===== config.mk =====
export PLATFORM = sky130hd
export DESIGN_NAME = pus_sequencer
export DESIGN_NICKNAME = d
export VERILOG_FILES = /design/src/verilog/pus_pkg.sv /design/src/verilog/pus_sequencer.sv
export VERILOG_INCLUDE_DIRS = /design/src /design/src/verilog
export SDC_FILE = /design/constraint.sdc
export NUM_CORES = 1
export LEC_CHECK = 0
export ABC_AREA = 1
export BUFFER_PORTS_ARGS = -buffer_cell sky130_fd_sc_hd__buf_2
export CORE_MARGIN = 2
export CORE_UTILIZATION = 50
export CTS_BUF_LIST = sky130_fd_sc_hd__clkbuf_8 sky130_fd_sc_hd__clkbuf_16
export DETAILED_ROUTE_END_ITERATION = 6
export GPL_ROUTABILITY_DRIVEN = 0
export PLACE_DENSITY = 0.76
export SLEW_MARGIN = 20
export SYNTH_ARGS = -nofsm -noshare
export SYNTH_HDL_FRONTEND = slang
export SYNTH_SLANG_ARGS = --single-unit

===== constraint.sdc =====
create_clock -name SYS_CLK -period 1.6 [get_ports SYS_CLK]
set_input_delay 0.08 -clock SYS_CLK [delete_from_list [all_inputs] [get_ports SYS_CLK]]
set_output_delay 0.08 -clock SYS_CLK [all_outputs]
set_load 0.01 [all_outputs]

===== src/verilog/pus_defs.svh =====
// constants for the power-up reset sequencer
`ifndef PUS_DEFS_SVH
`define PUS_DEFS_SVH
`define PUS_CLK_HZ 50000000
`define PUS_PH_OSC 1032
`define PUS_PH_FUSE 1160
`define PUS_PH_PUMP 688
`define PUS_PH_BANK 617
`define PUS_BOOT_ADDR 32'h0000_0000
`define PUS_SUP_GLITCH_NS 1000
`define PUS_SUP_GLITCH_MIN_NS 250
`define PUS_POR_FILT_NS 1000
`define PUS_POR_MIN_NS 475
`define PUS_POR_MAX_NS 2000
`define PUS_NUM_DOMAINS 5
`endif


===== src/verilog/pus_pkg.sv =====
// types for the power-up reset sequencer
package pus_pkg;
	typedef enum logic [5:0] {
		PUS_WAIT = 6'h01,
		PUS_OSC = 6'h02,
		PUS_FUSE = 6'h04,
		PUS_PUMP = 6'h08,
		PUS_BANK = 6'h10,
		PUS_RUN = 6'h20
	} pus_state_t;
endpackage


===== src/verilog/pus_sequencer.sv =====
// power-up reset sequencer with supply monitor and reset filter
`timescale 1ns/1ns
`include "pus_defs.svh"
module pus_sequencer #(
	parameter int SUP_FILT_NS = `PUS_SUP_GLITCH_NS,
	parameter int POR_FILT_NS = `PUS_POR_FILT_NS,
	parameter int OSC_CYC = `PUS_PH_OSC,
	parameter int FUSE_CYC = `PUS_PH_FUSE,
	parameter int PUMP_CYC = `PUS_PH_PUMP,
	parameter int BANK_CYC = `PUS_PH_BANK
) (
	input wire logic SYS_CLK,
	input wire logic RST,
	input wire logic CORE_LOW,
	input wire logic CORE_HIGH,
	input wire logic IO_LOW,
	input wire logic LOW_POWER_MODE,
	input wire logic POWER_ON_RESET_N,
	input wire logic [3:0] DOMAIN_ON_REQ,
	input wire logic DOMAIN_CFG_STB,
	output logic CORE_POWER_GOOD,
	output logic IO_POWER_GOOD,
	output logic ISOLATE,
	output logic PINS_HIGH_Z,
	output logic INT_POR,
	output logic CPU_RESET,
	output logic [31:0] BOOT_ADDR,
	output logic [2:0] PHASE,
	output logic [`PUS_NUM_DOMAINS-1:0] DOMAIN_ON
);
	localparam int NS_PER_CYC = 1000000000 / `PUS_CLK_HZ;
	// longest ignored time rounds down
	localparam int SUP_CYC = (SUP_FILT_NS / NS_PER_CYC) < 1 ? 1 :
		SUP_FILT_NS / NS_PER_CYC;
	localparam int POR_CYC = (POR_FILT_NS / NS_PER_CYC) < 1 ? 1 :
		POR_FILT_NS / NS_PER_CYC;
	localparam int CW = 12;

	if (POR_FILT_NS < `PUS_POR_MIN_NS ||
		POR_FILT_NS > `PUS_POR_MAX_NS) begin : g_bad_por
		$error("power-on reset filter outside allowed window");
	end
	if (SUP_FILT_NS < `PUS_SUP_GLITCH_MIN_NS ||
		SUP_FILT_NS > `PUS_SUP_GLITCH_NS) begin : g_bad_sup
		$error("supply glitch filter outside allowed window");
	end
	if (SUP_CYC >= (1 << CW) || POR_CYC >= (1 << CW) ||
		OSC_CYC >= (1 << CW) || FUSE_CYC >= (1 << CW) ||
		PUMP_CYC >= (1 << CW) || BANK_CYC >= (1 << CW) ||
		OSC_CYC < 1 || PUMP_CYC < 1 || BANK_CYC < 1 ||
		FUSE_CYC < 1) begin : g_bad_cnt
		$error("count parameter out of range");
	end

	typedef struct packed {
		pus_pkg::pus_state_t st;
		logic [CW-1:0] cnt;
		logic [CW-1:0] sup_cnt;
		logic sup_bad;
		logic [CW-1:0] por_cnt;
		logic por_act;
		logic [3:0] dom;
		logic cfg_done;
	} pus_regs_t;

	pus_regs_t q, d;
	logic core_raw, io_raw, mon_bad;

	// core out of range bypasses the clock so pins float immediately
	assign core_raw = ~LOW_POWER_MODE & (CORE_LOW | CORE_HIGH);
	assign io_raw = ~LOW_POWER_MODE & IO_LOW;
	assign PINS_HIGH_Z = core_raw | q.sup_bad;
	assign mon_bad = q.sup_bad;
	assign CORE_POWER_GOOD = ~mon_bad;
	assign IO_POWER_GOOD = ~mon_bad;
	assign ISOLATE = mon_bad;
	assign INT_POR = mon_bad | q.por_act;
	assign CPU_RESET = (q.st != pus_pkg::PUS_RUN);
	assign BOOT_ADDR = `PUS_BOOT_ADDR;
	assign DOMAIN_ON = {q.dom, 1'b1};

	always_comb begin
		case (q.st)
			pus_pkg::PUS_OSC: PHASE = 3'h1;
			pus_pkg::PUS_FUSE: PHASE = 3'h2;
			pus_pkg::PUS_PUMP: PHASE = 3'h3;
			pus_pkg::PUS_BANK: PHASE = 3'h4;
			pus_pkg::PUS_RUN: PHASE = 3'h5;
			default: PHASE = 3'h0;
		endcase
	end

	always_comb begin
		d = q;
		// supply glitch filter: bad level must persist SUP_CYC cycles
		if (core_raw | io_raw) begin
			if (q.sup_cnt >= CW'(SUP_CYC))
				d.sup_bad = 1'b1;
			else
				d.sup_cnt = q.sup_cnt + 1'b1;
		end else begin
			d.sup_cnt = '0;
			d.sup_bad = 1'b0;
		end
		// reset pin filter: low level must persist POR_CYC cycles
		if (!POWER_ON_RESET_N) begin
			if (q.por_cnt >= CW'(POR_CYC))
				d.por_act = 1'b1;
			else
				d.por_cnt = q.por_cnt + 1'b1;
		end else begin
			d.por_cnt = '0;
			d.por_act = 1'b0;
		end
		d.cnt = q.cnt + 1'b1;
		case (q.st)
			pus_pkg::PUS_WAIT: begin
				d.cnt = '0;
				d.st = pus_pkg::PUS_OSC;
			end
			pus_pkg::PUS_OSC: begin
				if (q.cnt == CW'(OSC_CYC - 1)) begin
					d.cnt = '0;
					d.st = pus_pkg::PUS_FUSE;
				end
			end
			pus_pkg::PUS_FUSE: begin
				if (q.cnt == CW'(FUSE_CYC - 1)) begin
					d.cnt = '0;
					d.st = pus_pkg::PUS_PUMP;
				end
			end
			pus_pkg::PUS_PUMP: begin
				if (q.cnt == CW'(PUMP_CYC - 1)) begin
					d.cnt = '0;
					d.st = pus_pkg::PUS_BANK;
				end
			end
			pus_pkg::PUS_BANK: begin
				if (q.cnt == CW'(BANK_CYC - 1)) begin
					d.cnt = '0;
					d.st = pus_pkg::PUS_RUN;
				end
			end
			default: begin
				d.cnt = '0;
				// one-time domain choice while software initializes
				if (DOMAIN_CFG_STB && !q.cfg_done) begin
					d.dom = DOMAIN_ON_REQ;
					d.cfg_done = 1'b1;
				end
			end
		endcase
		// any reset cause abandons the sequence
		if (INT_POR) begin
			d.st = pus_pkg::PUS_WAIT;
			d.cnt = '0;
			d.dom = '1;
			d.cfg_done = 1'b0;
		end
	end

	always_ff @(posedge SYS_CLK or posedge RST) begin
		if (RST) begin
			q <= '{st: pus_pkg::PUS_WAIT, cnt: '0, sup_cnt: '0,
				sup_bad: 1'b0, por_cnt: '0, por_act: 1'b1,
				dom: '1, cfg_done: 1'b0};
		end else begin
			q <= d;
		end
	end

	int unsigned run_len;
	always_ff @(posedge SYS_CLK or posedge RST) begin
		if (RST)
			run_len <= 0;
		else if (CPU_RESET && !INT_POR && q.st != pus_pkg::PUS_WAIT)
			run_len <= run_len + 1;
		else
			run_len <= 0;
	end

	// consecutive bad-supply and low-pin samples, kept apart from the
	// filter counters so the checks do not lean on them
	int unsigned bad_run, low_run;
	always_ff @(posedge SYS_CLK or posedge RST) begin
		if (RST) begin
			bad_run <= 0;
			low_run <= 0;
		end else begin
			bad_run <= (core_raw | io_raw) ? bad_run + 1 : 0;
			low_run <= !POWER_ON_RESET_N ? low_run + 1 : 0;
		end
	end
endmodule // pus_sequencer


==> metrics <==
Synth cell types=28; RSZ-0062 raised after global routing=yes; M3 GR Usage=0.0386; initial antenna violation count=0; Primary FF master, synth=dfrtp_1; buffers added on ports=24; Max Slew Vio Count=0; Leakage Power=1.60 nW; die area=between 0.006 and 0.007 sq mm; CTS sink cnt=49; total power=3.06 mW; Setup Viol. Count Final=0; post-route DRC violation count=0; starting density of the core=0.514; layer carrying the most global-route usage=met2; status=finished, final reports clean; Final Skew=about 16 ps; Avg Inst Size Synth=8.06 sq um; Detailed Route WL=5110 microns; Max Freq=between 600 and 700 MHz; Via Count=2192; Async SR Flop Fraction=1.00; layout cells sized above 1=0.276; WP data arrival=~1800 ps; Vias/cell=4.73; clock group share of total power=0.254; vias in the first global route=2131; htree depth=2; mux cell area share after synthesis=0; Worst Path Required=roughly 1800 ps; largest net degree at the start of global routing=50; DR WL/cell=about 11 microns; die width=79 microns; Sequential Area=0.00123 sq mm; fin crit period=1560 ps; first-pass GRT wire length=8770 microns; simple-gate share of the synthesized area=0.293; crit-path max FO=6; Layout area overhead=14.2%; Tot GR Track Use=0.174; Final #Nets=slightly above 400; Cell Area, Synth=0.00281 sq mm; Core Util, Final=0.587; remaining antenna violation count=0; register area share after synthesis=0.439; pwr dens=953 mW/mm^2; Comb pwr share=0.273; core area=0.00547 sq mm; CTS Buffer Depth=2; GR Util met2=0.314; Max IR drop VDD=0.449 mV; CTS tree=yes; critical path class=reg2reg; Worst-path clk slew=around 90 ps; hpwl dp=3620 microns; Area contributors post-synth=dfrtp_1, buf_4, nor2_1; Final Hold Fails=0; max_cap viols=0; Mapped Cells=349; number of synthesized register bits=49; DR iter-0 viols=99; cell taking the most area after synthesis=dfrtp_1; Filler cells=484; post-synthesis xor/xnor area fraction=0.0280; Post-synth EDFFs=0; type of the tightest min-delay check=in2reg; adder-cell area share of the yosys netlist=0.0267; compound-cell area share of the yosys netlist=0.0343; post-synth top area share=0.383; startpoint types=flip-flop; I/O pin cnt=58; DIE HEIGHT=between 70 and 80 microns; Int Pwr=2.01 mW; P_sw=1.05 mW; # rows=27; fin crit share=0.978; Synth Warn #=0; Switching Fraction=0.343; Skew-Pair Late Insertion Delay=310 ps; M1 GR Usage=0.205; multi-input logic area=between 0.001 and 0.0015 sq mm; iteration count of the initial detailed-routing pass=4; Antenna Diode Count=0; root buffer cell=clkbuf_8; Worst setup EP type=flip-flop; share of total power in sequential cells=0.473; Overflow after GRT=0; total CTS buffers=5; largest family of logic cells by synthesized area=simple AND/OR/NAND/NOR gates
[area by class of cell]
type / count / area share
Clock buffer: 5 / 0.0214
Timing Repair Buffer: 43 / 0.0903
Tap cell: 72 / 0.0280
Clock inverter: 3 / 0.00896
Inverter: 50 / 0.0584
Sequential cell: 49 / 0.384
Multi-Input combinational cell: 241 / 0.409
[per-layer routing]
metal,vias up,part of all wire
met5,-,0
met4,0,0.0098
met3,4,0.045
met2,57,0.52
met1,1036,0.42
li1,1095,-
[registers in the layout, summed over array words and instances (netlist names)]
signal / flops
q: 44
DOMAIN_ON: 4
ISOLATE: 1
[critical path, cell delays in order (launching register included)]
cell and delay [ps]:
dfrtp_1 380, ha_2 220, nand2_4 80, nor2_4 170, nand3_2 90, nand2_2 60
nand2_2 60, nor2_4 180, nand2_4 100, nand2_1 80, nand2_1 40
[Yosys cell counts (2+ instances only)]
cell	number
nor2_4	5
buf_4	38
a21oi_1	2
conb_1	2
inv_1	49
dfrtp_1	43
ha_1	6
nand4_1	9
nand2_2	4
nor2_1	59
nor3_1	8
nand2_4	2
o21a_1	2
o21ai_0	10
nor2_2	9
nand3_1	27
xor2_1	9
dfstp_2	6
nand2_1	50
[what timing repair did]
action                                  in CTS  in global routing
setup buffers                                0                  6
hold endpoints to repair                    45                  0
gates resized for setup                      0                 36
endpoints found under the setup margin       0                 33
hold buffers                                 3                  0
[power groups by stage]
stage / sequential, mW / combinational [mW] / clock, mW
after global routing: 1.46 / 0.944 / 0.857
final: 1.45 / 0.834 / 0.778
after detailed placement: 1.47 / 0.736 / 0
after global placement: 1.46 / 0.715 / 0
after floorplan: 1.46 / 0.683 / 0
after CTS: 1.44 / 0.746 / 0.807
[cells in the final DEF, fill, tap and decap left out, drive strengths merged, types with 2 or more instances in the layout]
cell / instances
a21oi: 2
buf: 40
clkbuf: 5
conb: 33
dfrtp: 43
dfstp: 6
dlygate4sd3: 3
ha: 6
inv: 52
nand2: 56
nand3: 28
nand4: 9
nor2: 73
nor3: 8
o21a: 2
o21ai: 12
xor2: 9
[stage by stage]
stage               hold WS [ps]  setup slack (ps)  instances  setup TNS [ps]  area, sq um
detailed placement           142              35.7        446               0         2920
CTS                         7.24              16.6        457               0         3050
finish                      8.50              35.3        463               0         3210
global route                16.9             -68.2        463            -909         3210
global placement             138              64.9        446               0         2920
floorplan                    213              94.3        380               0         2930
[worst paths after layout]
| check | from | endpoint | slack, ps | cells past startpoint |
|---|---|---|---|---|
| worst max-delay path | q[32] | q[48] | 40 | 10 |
| worst min-delay path | DOMAIN_ON_REQ[1] | DOMAIN_ON[2] | 8 | 3 |
| worst max register to register | q[32] | q[48] | 40 | 10 |
| worst min register to register | q[14] | q[14] | 490 | 2 |
| max in group asynchronous | RST | DOMAIN_ON[4] | 970 | 4 |
| min in group asynchronous | RST | q[11] | 340 | 4 |
[cell families after synthesis]
family / after synthesis
buffers and inverters: 90
other: 2
xor gates and xnor gates: 9
DFF: 49
and+or+nand+nor: 176
AOI/OAI and AO/OA: 17
adders and majority gates: 6
(Power assumes the default switching activity.)
